===== src/design/bmrf_pkg.sv =====
package bmrf_pkg;
  // datapath widths
  localparam int DATA_W = 32;
  localparam int ADDR_W = 26;
  localparam int IDX_W = 4;
  localparam int PHYS_W = 5;
  localparam int PC_W = 24;
  localparam int STAT_W = 6;
  localparam int MODE_W = 2;
  localparam int LANES = 4;
  // 26 entries in the array plus the combined pc/status word held in flops
  localparam int MEM_DEPTH = 26;
  localparam int TOTAL_REGS = 27;

  typedef logic [MODE_W-1:0] bmrf_mode_t;
  typedef logic [IDX_W-1:0] bmrf_idx_t;
  typedef logic [PHYS_W-1:0] bmrf_phys_t;

  // internal mode encoding; the pins carry the inverse
  localparam bmrf_mode_t MODE_USER = 2'h0;
  localparam bmrf_mode_t MODE_FIQ = 2'h1;
  localparam bmrf_mode_t MODE_IRQ = 2'h2;
  localparam bmrf_mode_t MODE_SVC = 2'h3;

  // architectural indices
  localparam bmrf_idx_t IDX_LINK = 4'hE;
  localparam bmrf_idx_t IDX_PC = 4'hF;
  localparam bmrf_idx_t FIQ_FIRST = 4'h8;
  localparam bmrf_idx_t BANK_FIRST = 4'hD;

  // physical array layout: base 0..14, fast bank 15..21, irq 22..23, svc 24..25
  localparam bmrf_phys_t FIQ_BASE = 5'h0F;
  localparam bmrf_phys_t IRQ_BASE = 5'h16;
  localparam bmrf_phys_t SVC_BASE = 5'h18;

  // selection of pc and status parts of index 15
  localparam logic [1:0] R15_BOTH = 2'h0;
  localparam logic [1:0] R15_PC = 2'h1;
  localparam logic [1:0] R15_PSR = 2'h2;
  localparam logic [DATA_W-1:0] PC_MASK = 32'h03FFFFFC;
  localparam logic [DATA_W-1:0] PSR_MASK = 32'hFC000003;

  // status field positions within the upper six bits
  localparam int STAT_I = 1;
  localparam int STAT_F = 0;

  // reset values, then the all-lane enable of a word transfer
  localparam logic [PC_W-1:0] PC_RESET = 24'h000000;
  localparam logic [STAT_W-1:0] STAT_RESET = 6'h03;
  localparam bmrf_mode_t MODE_RESET = MODE_SVC;
  localparam logic [LANES-1:0] BE_WORD = 4'hF;
endpackage : bmrf_pkg


===== src/design/bmrf_top.sv =====
`timescale 1ns/100ps
module bmrf_top
  import bmrf_pkg::*;
(
  input wire logic core_clk_in, // 20 MHz core clock
  input wire logic reset_in, // sync reset, active high
  input wire bmrf_pkg::bmrf_idx_t rd_a_idx_in, // read port a index
  input wire logic [1:0] rd_a_sel_in, // index 15 part select, port a
  input wire bmrf_pkg::bmrf_idx_t rd_b_idx_in, // read port b index
  input wire logic [1:0] rd_b_sel_in, // index 15 part select, port b
  input wire logic wr_en_in, // write strobe
  input wire bmrf_pkg::bmrf_idx_t wr_idx_in, // write index
  input wire logic [1:0] wr_sel_in, // index 15 part select, write
  input wire logic [bmrf_pkg::DATA_W-1:0] wr_data_in, // write data, whole word
  input wire logic branch_link_in, // branch with link pulse
  input wire logic pc_advance_in, // step pc by one word
  input wire logic exception_in, // exception entry pulse
  input wire bmrf_pkg::bmrf_mode_t exc_mode_in, // mode entered
  input wire logic [bmrf_pkg::ADDR_W-1:0] exc_addr_in, // vector byte address
  input wire logic force_translate_in, // single transfer with force bit
  input wire logic mem_xfer_in, // memory transfer request
  input wire logic mem_byte_in, // byte transfer when high
  input wire logic [bmrf_pkg::ADDR_W-1:0] mem_addr_in, // transfer byte address
  input wire logic [bmrf_pkg::DATA_W-1:0] store_data_in, // store value
  input wire logic [bmrf_pkg::DATA_W-1:0] mem_rdata_in, // memory read bus
  output logic [bmrf_pkg::DATA_W-1:0] rd_a_data_out, // port a data
  output logic [bmrf_pkg::DATA_W-1:0] rd_b_data_out, // port b data
  output logic [bmrf_pkg::ADDR_W-1:0] pc_out, // fetch byte address
  output bmrf_pkg::bmrf_mode_t mode_code_n_out, // inverted mode
  output logic address_translate_n_out, // translate, active low
  output logic [bmrf_pkg::ADDR_W-1:0] mem_addr_out, // memory byte address
  output logic [bmrf_pkg::DATA_W-1:0] mem_wdata_out, // memory write bus
  output logic [bmrf_pkg::LANES-1:0] mem_byte_en_out, // lane enables
  output logic [bmrf_pkg::DATA_W-1:0] load_data_out // aligned load value
);
  import bmrf_pkg::*;

  ////////////////////////////////////////////////////////////////////////////
  // map an index through the mode to its physical entry
  function automatic bmrf_phys_t phys_of(input bmrf_mode_t m, input bmrf_idx_t i);
    bmrf_phys_t p;
    p = {1'b0, i};
    case (m)
      MODE_FIQ: begin
        if (i >= FIQ_FIRST && i <= IDX_LINK) p = FIQ_BASE + {2'h0, i[2:0]};
      end
      MODE_IRQ: begin
        if (i >= BANK_FIRST && i <= IDX_LINK) p = IRQ_BASE + {4'h0, ~i[0]};
      end
      MODE_SVC: begin
        if (i >= BANK_FIRST && i <= IDX_LINK) p = SVC_BASE + {4'h0, ~i[0]};
      end
      default: p = {1'b0, i};
    endcase
    return p;
  endfunction : phys_of

  // masked view of index 15
  function automatic logic [DATA_W-1:0] r15_view(input logic [DATA_W-1:0] w, input logic [1:0] sel);
    logic [DATA_W-1:0] v;
    v = w;
    if (sel == R15_PC) v = w & PC_MASK;
    else if (sel == R15_PSR) v = w & PSR_MASK;
    return v;
  endfunction : r15_view

  ////////////////////////////////////////////////////////////////////////////
  // pc/status word state
  logic [PC_W-1:0] pc;
  logic [STAT_W-1:0] status_word;
  bmrf_mode_t mode;
  logic [PC_W-1:0] next_pc;
  logic [STAT_W-1:0] next_status_word;
  bmrf_mode_t next_mode;
  logic [DATA_W-1:0] pc_status_reg;
  logic mem_we;
  bmrf_phys_t mem_waddr;
  logic [DATA_W-1:0] mem_wdata;

  assign pc_status_reg = {status_word, pc, mode};

  // exception beats branch link beats a plain write on the single write port
  always_comb begin
    next_pc = pc;
    next_status_word = status_word;
    next_mode = mode;
    mem_we = 1'b0;
    mem_waddr = phys_of(mode, wr_idx_in);
    mem_wdata = wr_data_in;
    if (exception_in) begin
      mem_we = 1'b1;
      mem_waddr = phys_of(exc_mode_in, IDX_LINK);
      mem_wdata = pc_status_reg;
      next_pc = exc_addr_in[ADDR_W-1:2];
      next_mode = exc_mode_in;
      next_status_word[STAT_I] = 1'b1;
      if (exc_mode_in == MODE_FIQ) next_status_word[STAT_F] = 1'b1;
    end else begin
      if (branch_link_in) begin
        mem_we = 1'b1;
        mem_waddr = phys_of(mode, IDX_LINK);
        mem_wdata = pc_status_reg;
      end else if (wr_en_in && wr_idx_in != IDX_PC) begin
        mem_we = 1'b1;
      end
      if (wr_en_in && wr_idx_in == IDX_PC) begin
        if (wr_sel_in != R15_PSR) next_pc = wr_data_in[ADDR_W-1:2];
        if (wr_sel_in != R15_PC) begin
          next_status_word = wr_data_in[DATA_W-1:ADDR_W];
          next_mode = wr_data_in[MODE_W-1:0];
        end
      end else if (pc_advance_in) begin
        next_pc = pc + 24'h000001;
      end
    end
  end

  always_ff @(posedge core_clk_in) begin
    if (reset_in) begin
      pc <= PC_RESET;
      status_word <= STAT_RESET;
      mode <= MODE_RESET;
    end else begin
      pc <= next_pc;
      status_word <= next_status_word;
      mode <= next_mode;
    end
  end

  assign pc_out = {pc, 2'h0};

  ////////////////////////////////////////////////////////////////////////////
  // banked array; index 15 reads through the bypass so outputs stay registered
  bmrf_mem u_mem (
    .core_clk_in(core_clk_in),
    .reset_in(reset_in),
    .we_in(mem_we),
    .waddr_in(mem_waddr),
    .wdata_in(mem_wdata),
    .ra_addr_in(phys_of(mode, rd_a_idx_in)),
    .ra_bypass_in(rd_a_idx_in == IDX_PC),
    .ra_bypass_data_in(r15_view(pc_status_reg, rd_a_sel_in)),
    .rb_addr_in(phys_of(mode, rd_b_idx_in)),
    .rb_bypass_in(rd_b_idx_in == IDX_PC),
    .rb_bypass_data_in(r15_view(pc_status_reg, rd_b_sel_in)),
    .ra_data_out(rd_a_data_out),
    .rb_data_out(rd_b_data_out)
  );

  ////////////////////////////////////////////////////////////////////////////
  // mode pins and memory lane steering
  bmrf_mode_t next_mode_code_n;
  logic next_translate_n;
  logic [ADDR_W-1:0] next_mem_addr;
  logic [DATA_W-1:0] next_mem_wdata;
  logic [LANES-1:0] next_byte_en;
  logic [DATA_W-1:0] next_load;
  logic xfer_byte;
  logic next_xfer_byte;

  always_comb begin
    next_mode_code_n = ~mode;
    next_translate_n = !((mode == MODE_USER) || (mode == MODE_SVC && force_translate_in));
    next_mem_addr = mem_addr_out;
    next_mem_wdata = mem_wdata_out;
    next_byte_en = mem_byte_en_out;
    next_xfer_byte = xfer_byte;
    if (mem_xfer_in) begin
      next_xfer_byte = mem_byte_in;
      if (mem_byte_in) begin
        next_mem_addr = mem_addr_in;
        next_mem_wdata = {LANES{store_data_in[7:0]}};
        next_byte_en = 4'(1 << mem_addr_in[1:0]);
      end else begin
        next_mem_addr = {mem_addr_in[ADDR_W-1:2], 2'h0};
        next_mem_wdata = store_data_in;
        next_byte_en = BE_WORD;
      end
    end
    // loads use the lane of the transfer now on the bus
    next_load = mem_rdata_in;
    if (xfer_byte) begin
      next_load = {24'h000000, mem_rdata_in[{mem_addr_out[1:0], 3'h0} +: 8]};
    end
  end

  // translate and mode follow the mode one cycle late, never glitch
  always_ff @(posedge core_clk_in) begin
    if (reset_in) begin
      mode_code_n_out <= ~MODE_RESET;
      address_translate_n_out <= 1'b1;
      mem_addr_out <= '0;
      mem_wdata_out <= '0;
      mem_byte_en_out <= '0;
      xfer_byte <= 1'b0;
      load_data_out <= '0;
    end else begin
      mode_code_n_out <= next_mode_code_n;
      address_translate_n_out <= next_translate_n;
      mem_addr_out <= next_mem_addr;
      mem_wdata_out <= next_mem_wdata;
      mem_byte_en_out <= next_byte_en;
      xfer_byte <= next_xfer_byte;
      load_data_out <= next_load;
    end
  end
endmodule : bmrf_top


===== src/design/bmrf_mem.sv =====
`timescale 1ns/100ps
module bmrf_mem
  import bmrf_pkg::*;
(
  input wire logic core_clk_in, // core clock
  input wire logic reset_in, // sync reset, clears read registers only
  input wire logic we_in, // write strobe
  input wire bmrf_pkg::bmrf_phys_t waddr_in, // write entry
  input wire logic [bmrf_pkg::DATA_W-1:0] wdata_in, // write data
  input wire bmrf_pkg::bmrf_phys_t ra_addr_in, // port a entry
  input wire logic ra_bypass_in, // port a takes bypass data
  input wire logic [bmrf_pkg::DATA_W-1:0] ra_bypass_data_in, // port a bypass value
  input wire bmrf_pkg::bmrf_phys_t rb_addr_in, // port b entry
  input wire logic rb_bypass_in, // port b takes bypass data
  input wire logic [bmrf_pkg::DATA_W-1:0] rb_bypass_data_in, // port b bypass value
  output logic [bmrf_pkg::DATA_W-1:0] ra_data_out, // port a registered data
  output logic [bmrf_pkg::DATA_W-1:0] rb_data_out // port b registered data
);
  import bmrf_pkg::*;

  logic [DATA_W-1:0] mem [MEM_DEPTH];
  logic [DATA_W-1:0] next_ra_data;
  logic [DATA_W-1:0] next_rb_data;

  ////////////////////////////////////////////////////////////////////////////
  // contents are not reset, software sets them up after start
  always_ff @(posedge core_clk_in) begin
    if (we_in && (int'(waddr_in) < MEM_DEPTH)) begin
      mem[waddr_in] <= wdata_in;
    end
  end

  ////////////////////////////////////////////////////////////////////////////
  // read-before-write: a same-cycle write is seen one cycle later
  always_comb begin
    next_ra_data = '0;
    next_rb_data = '0;
    if (ra_bypass_in) begin
      next_ra_data = ra_bypass_data_in;
    end else if (int'(ra_addr_in) < MEM_DEPTH) begin
      next_ra_data = mem[ra_addr_in];
    end
    if (rb_bypass_in) begin
      next_rb_data = rb_bypass_data_in;
    end else if (int'(rb_addr_in) < MEM_DEPTH) begin
      next_rb_data = mem[rb_addr_in];
    end
  end

  always_ff @(posedge core_clk_in) begin
    if (reset_in) begin
      ra_data_out <= '0;
      rb_data_out <= '0;
    end else begin
      ra_data_out <= next_ra_data;
      rb_data_out <= next_rb_data;
    end
  end
endmodule : bmrf_mem


===== config.mk =====
export PLATFORM = sky130hd
export DESIGN_NAME = bmrf_top
export DESIGN_NICKNAME = d
export VERILOG_FILES = /design/src/design/bmrf_pkg.sv /design/src/design/bmrf_top.sv /design/src/design/bmrf_mem.sv
export SDC_FILE = /design/constraint.sdc
export NUM_CORES = 2
export LEC_CHECK = 0
export BUFFER_PORTS_ARGS = -buffer_cell sky130_fd_sc_hd__buf_2
export CAP_MARGIN = 20
export CORE_MARGIN = 3
export CORE_UTILIZATION = 35
export CTS_BUF_LIST = sky130_fd_sc_hd__clkbuf_8
export CTS_CLUSTER_SIZE = 40
export DETAILED_ROUTE_END_ITERATION = 8
export PLACE_DENSITY = 0.57
export RECOVER_POWER = 25
export SYNTH_ARGS = -nofsm -noshare
export SYNTH_HDL_FRONTEND = slang
export SYNTH_SLANG_ARGS = --single-unit

===== constraint.sdc =====
create_clock -name core_clk_in -period 6.6 [get_ports core_clk_in]
set_input_delay 0.66 -clock core_clk_in [delete_from_list [all_inputs] [get_ports core_clk_in]]
set_output_delay 0.66 -clock core_clk_in [all_outputs]
set_load 0.02 [all_outputs]

Word level (Yosys, flattened, before mapping)
Memory sizes are Yosys's and may differ from the RTL's. Cells that the tools add are included.

Reduce and logical (&&, ||, !) cells: 23. Equality and inequality tests: 18. Bitwise gates (word level): 5. Order comparisons: 12. Muxes and demuxes: 46. $add $sub $neg: 10. Shift-type cells: 2.

Operator list (number): $mux W32 (9); $mux W24 (4); $pmux W5 S3 (5); $mux W5 (11); $mux W26 (2); $shiftx A32 B6 Y8 (1); $add A24 B1 Y24 const B (1); $ge A4 B4 Y1 const B (6); $add A4 B2 Y5 const A (3); $add A4 B3 Y5 const A (3); $add A5 B1 Y5 const A (3); $lt A5 B5 Y1 const B (3); $eq A2 B2 Y1 const B (6); $eq A4 B4 Y1 const B (3); $le A4 B4 Y1 const B (3); $logic_and A1 B1 Y1 (10); $mux W1 (9); $eq A2 B1 Y1 const B (4); $mux W2 (4); $mux W8 (1); $reduce_and A2 Y1 (3); $reduce_and A3 Y1 (2); $mux W4 (1); $ne A2 B1 Y1 const B (2); 12 further kinds (17).

Flip-flop bits (word level): 194. Input port bits: 177. RAM bits: 832. Output and inout port bits: 187. Word-level logic and storage cells: 132. Memories kept: 1.

Memories: u_mem.mem (words 26, bits a word 32, read ports 2, clocked after Yosys merged registers in 0, write ports 1, line bmrf_mem.sv:21) `logic [DATA_W-1:0] mem [MEM_DEPTH];`.

Longest topological paths before layout
Word-level depth: 10. Mapped depth: 16. Mapped depth without buffers: 11.

By module
From an unflattened synthesis, not the netlist that was laid out.

Cell total of the unflattened synthesis: 3153. Area, all modules: 48360.1 um^2.

By module, submodules not included: bmrf_mem (sequential area each 26265.2 um^2, times used 1, cells each 2228, area an instance 40762.8 um^2); bmrf_top (sequential area each 2602.5 um^2, times used 1, cells each 925, area an instance 7597.3 um^2).

Least setup slack after synthesis
OpenSTA, ideal clock, no wires.

Path kind: input -> register. From: in wr_idx_in[0]. To: mem u_mem.mem[24][0] (enable). Required time: 6139 ps. Path buffers: 0. Stages on the path: 11. Data arrival time: 4581 ps. Library setup time: 461 ps. Path slack: 1558 ps. Cell sequence: inv_1 > ha_1 > nand2b_1 > and3_1 > o21ai_0 > a211oi_1 > a211o_1 > o21ai_1 > a221oi_1 > nand2b_1 > nor3_1.

Word-level cells in the longest chain between the ends: 10. Elaborated cells on any way between the ends: 24. Those cells by class: 3 x add/sub; 4 x order compare; 1 x eq/ne; 11 x mux; 1 x bitwise; 4 x reduce/logical.

RTL lines: start, declared (line bmrf_top.sv:12) `input wire bmrf_pkg::bmrf_idx_t wr_idx_in,`; $not A1 Y1, or another cell as far along (line bmrf_top.sv:48, bmrf_top.sv:51); $add A5 B1 Y5, or another cell as far along (line bmrf_top.sv:48) `if (i >= BANK_FIRST && i <= IDX_LINK) p = IRQ_BASE + {4'h0, ~i[0]};`; $mux W5 (on tied branches) (line bmrf_top.sv:48, bmrf_top.sv:51, bmrf_top.sv:45); $pmux W5 S3 (line bmrf_top.sv:43) `case (m)`; $mux W5 (line bmrf_top.sv:99) `if (branch_link_in) begin`; $mux W5 (line bmrf_top.sv:90) `if (exception_in) begin`; $lt A5 B5 Y1 (line bmrf_mem.sv:28) `if (we_in && (int'(waddr_in) < MEM_DEPTH)) begin`; $logic_and A1 B1 Y1 (line bmrf_mem.sv:28); $mux W1 (line bmrf_mem.sv:28); $mux W1 (not written as such) (line bmrf_mem.sv:29) `mem[waddr_in] <= wdata_in;`; end, declared (line bmrf_mem.sv:21).

Parallel ways exist; a longest one is shown, timed or not.

Worst setup path in the final report
From: in exception_in. To: mem u_mem.mem[16][28] (enable).

Word-level cells in the longest chain between the ends: 5. Elaborated cells on any way between the ends: 6. Those cells by class: 1 x order compare; 4 x mux; 1 x reduce/logical.

RTL lines: start, declared (line bmrf_top.sv:17) `input wire logic exception_in,`; $mux W5 (line bmrf_top.sv:90); $lt A5 B5 Y1 (line bmrf_mem.sv:28); $logic_and A1 B1 Y1 (line bmrf_mem.sv:28); $mux W1 (line bmrf_mem.sv:28); $mux W1 (not written as such) (line bmrf_mem.sv:29).

Parallel ways exist; a longest one is shown, timed or not.

==> impl_metrics.tcl <==
set metrics [dict create \
    fp.dieH_um 380.8 \
    synth_top_area_cell "edfxtp_1" \
    firstDrtPassIters 8 \
    grt_pass1_vias 39881 \
    nets 5217 \
    crit_chain "buf_2 > clkbuf_1 > nor2_1 > buf_4 > a221oi_1 > nand2b_1 > nor2_4 > buf_4" \
    max-cap-violations 6 \
    antenna_found_initial 27 \
    core_mm2 0.1385 \
    yosys_most_used_dff "edfxtp_1" \
    syn_area_mm2 0.04916 \
    slowest_stage "clkbuf_1" \
    grt_max_degree 100 \
    seq_area_frac_synth_pct 58.73 \
    via_count 42350 \
    violations "capacitance limit, slew limit" \
    tritoncts "done" \
    hold-path-endpoint "load_data_out[21]$_SDFF_PP0_" \
    rsz0062_at_grt "false" \
    path_class "primary input to register" \
    maxSlewHeadroom_pct -76.39 \
    root_buffer "clkbuf_8" \
    cp_max_fo 54 \
    rrSetupSlack_ns 1.13 \
    setup-violations-final 0 \
    yosys_register_bits 1026 \
    ctsResizeCount 0 \
    dieArea_mm2 0.1450 \
    fin_worst_skew_ns 0.06642 \
    port_buffers 359 \
    ir_worst_vdd_uv 153.8 \
    async_reset_ff_share_pct 0 \
    syn_to_final_growth_pct 16.64 \
    clock.fmax_mhz 182.0 \
    post_drt_wl_per_cell_um 29.23 \
    die_w_um 380.8 \
    whs_path_depth 2 \
    gp_congestion 0.9225 \
    cts_buffers 179 \
    crit_family "buffers and inverters" \
    cp_common_cell "buf_4" \
    rows 136 \
    finalHoldViolCount 0 \
    grt_overflow_total 0 \
    ant_nets 0 \
    cts_num_sinks 1026 \
    cp-end-kind "register" \
    required_ns 7.18 \
    first_iter_violations 6087 \
    synthTopCellsByArea "edfxtp_1, nand2_1, dfxtp_1" \
    start_util_pct 35.49 \
    r2r_cells 12 \
    track_usage_pct 27.34 \
    path_buf_inv 4 \
    synth_top_area_share_pct 50.82 \
    routed_via_density 6.011 \
    syn_avg_cell_area_um2 10.66 \
    drive_gt1_share_pct 16.30 \
    io_pins 364 \
    syn_inst 4610 \
    hpwlAfterDp_mm 126.6 \
    reg2reg_to "u_mem.mem[16][28]$_DFFE_PP_" \
    hp-start "mem_rdata_in[21]" \
    tightest_slew_ns 2.646 \
    clk_pin_slew_worst_paths_ns 0.06 \
    worstSetupStartpointType "primary input" \
    maxSlewViolCount 246 \
    clkLatencyLatePin_ns 0.92 \
    fin_tns_setup_ns 0 \
    arrival_ns 6.07 \
    wirelength_mm 206.0 \
    p_per_area_mw_per_mm2 280.8 \
    final_cell_mix "nand2_1, edfxtp_1, nand3_1" \
    leakagePower_nw 21.47 \
    period_needed_ns 5.494 \
    crit_path_max_incr_delay_ns 1.74 \
    drc 0 \
    fin_ws_ns 1.106 \
    finalCritPeriodShare_pct 83.24 \
    worstHoldPathType "primary input to register" \
    synth_edf_count 832 \
    grt_pass1_wl_mm 288.4 \
    layout_commonest_cell "nand2_1" \
    r2r_start "mode[0]$_SDFFE_PP1P_" \
    preCtsSetupSlack_ns 1.279 \
    ys_warn_count 0 \
    ys_types 83 \
    h-tree-depth 4 \
    outcome "complete, but fails checks" \
    clock_path_buffers 3 \
]
[worst max path at each step]
| stage | slack (ns) | cells after the start | from | to |
|---|---|---|---|---|
| 2_1_floorplan | 1.56 | 11 | wr_idx_in[0] | u_mem.mem[24][0]$_DFFE_PP_ |
| 3_3_place_gp | 1.37 | 12 | mode[1]$_SDFFE_PP1P_ | u_mem.mem[16][8]$_DFFE_PP_ |
| 3_5_place_dp | 1.28 | 12 | mode[1]$_SDFFE_PP1P_ | u_mem.mem[16][25]$_DFFE_PP_ |
| 4_1_cts | 1.23 | 12 | mode[1]$_SDFFE_PP1P_ | u_mem.mem[16][28]$_DFFE_PP_ |
| 5_1_grt | 0.78 | 12 | mode[0]$_SDFFE_PP1P_ | u_mem.mem[16][28]$_DFFE_PP_ |
| 6_report | 1.11 | 8 | exception_in | u_mem.mem[16][28]$_DFFE_PP_ |
[stage by stage]
| stage | hold slack [ns] | cell area (um2) | total power, mW | util (%) | cells |
|---|---|---|---|---|---|
| floorplan | 0.4550 | 49160 | 9.259 | - | 4611 |
| global placement | 0.4552 | 53230 | 10.47 | 38.43 | 6625 |
| detailed placement | 0.4595 | 53250 | 10.48 | 38.44 | 6626 |
| CTS | 0.0007859 | 57400 | 16.13 | 41.44 | 7036 |
| global route | 0.02681 | 57320 | 16.65 | 41.38 | 7038 |
| finish | 0.09188 | 57340 | 16.10 | 41.39 | 7045 |
[cells by family after synthesis]
| logic type | after synthesis | share of synthesized area (%) |
|---|---|---|
| xor+xnor | 1 | 0.01782 |
| compound gates | 783 | 10.87 |
| simple gates | 2146 | 19.03 |
| fa+ha+maj | 22 | 0.5600 |
| flops | 1026 | 58.73 |
| mux | 257 | 7.147 |
| other cells | 1 | 0.007629 |
| buf+inv | 374 | 3.645 |
[cell type report]
cell class	instances	area (um2)
clock buffers	197	2711
well taps	1863	2331
repair buffers	577	3736
diodes	9	22.52
multi-input cells	3211	18880
inverters	23	86.33
clock inverters	139	701.9
flip-flops and latches	1026	28870
fillers	13418	81180
[synth_stat cells, types with 15 or more instances]
cell and number:
buf_1 33, buf_6 15, a311oi_1 47, clkbuf_1 157, mux2i_1 153, buf_2 112
a211oi_1 113, o21ai_0 92, a32o_1 20, dfxtp_1 194, and2_1 35, nand3_1 424
mux2_2 32, a31oi_1 140, o22ai_1 36, a22oi_1 25, nor2_1 177, a21oi_1 155
nand2_1 1248, buf_4 33, and3_1 128, inv_1 21, mux4_2 72, a32oi_1 25
ha_1 22, nor3_1 29, edfxtp_1 832, a221oi_1 29
[power breakdown]
part	total (mW)	internal (mW)	switching, mW
combinational	3.08	0.919	2.16
sequential	7.37	7.23	0.137
clock	5.65	2.84	2.81
[metal layers]
metal	up-vias	GRT usage [%]	part of all wire (%)
li1	17928	-	-
met1	20688	35.98	38
met2	3180	41.50	44
met3	552	7.048	13
met4	2	14.22	5.5
met5	-	0	0.0063
[worst reg2reg max path: cells and delay by family, from the launching register on]
kind | cells | cell delay (ns)
DFF | 1 | 0.54
AOI/OAI and AO/OA | 5 | 1.12
and+or+nand+nor | 3 | 1.50
adders and majority gates | 1 | 0.78
buffers and inverters | 3 | 1.21
[repair_timing]
item	4_1_cts	5_1_grt
buffers inserted	0	0
hold endpoints to repair	76	0
hold buffers	74	0
[flip-flops by register name (all words and copies together) (netlist names)]
| signal | cells |
|---|---|
| xfer_byte | 1 |
| address_translate_n_out | 1 |
| load_data_out | 32 |
| status_word | 6 |
| mem_wdata_out | 32 |
| u_mem.ra_data_out | 32 |
| mode_code_n_out | 2 |
| mem_byte_en_out | 4 |
| mem_addr_out | 26 |
| mode | 2 |
| u_mem.rb_data_out | 32 |
| u_mem.mem | 832 |
| pc | 24 |
Note: power is estimated with default switching activity, not from simulation.
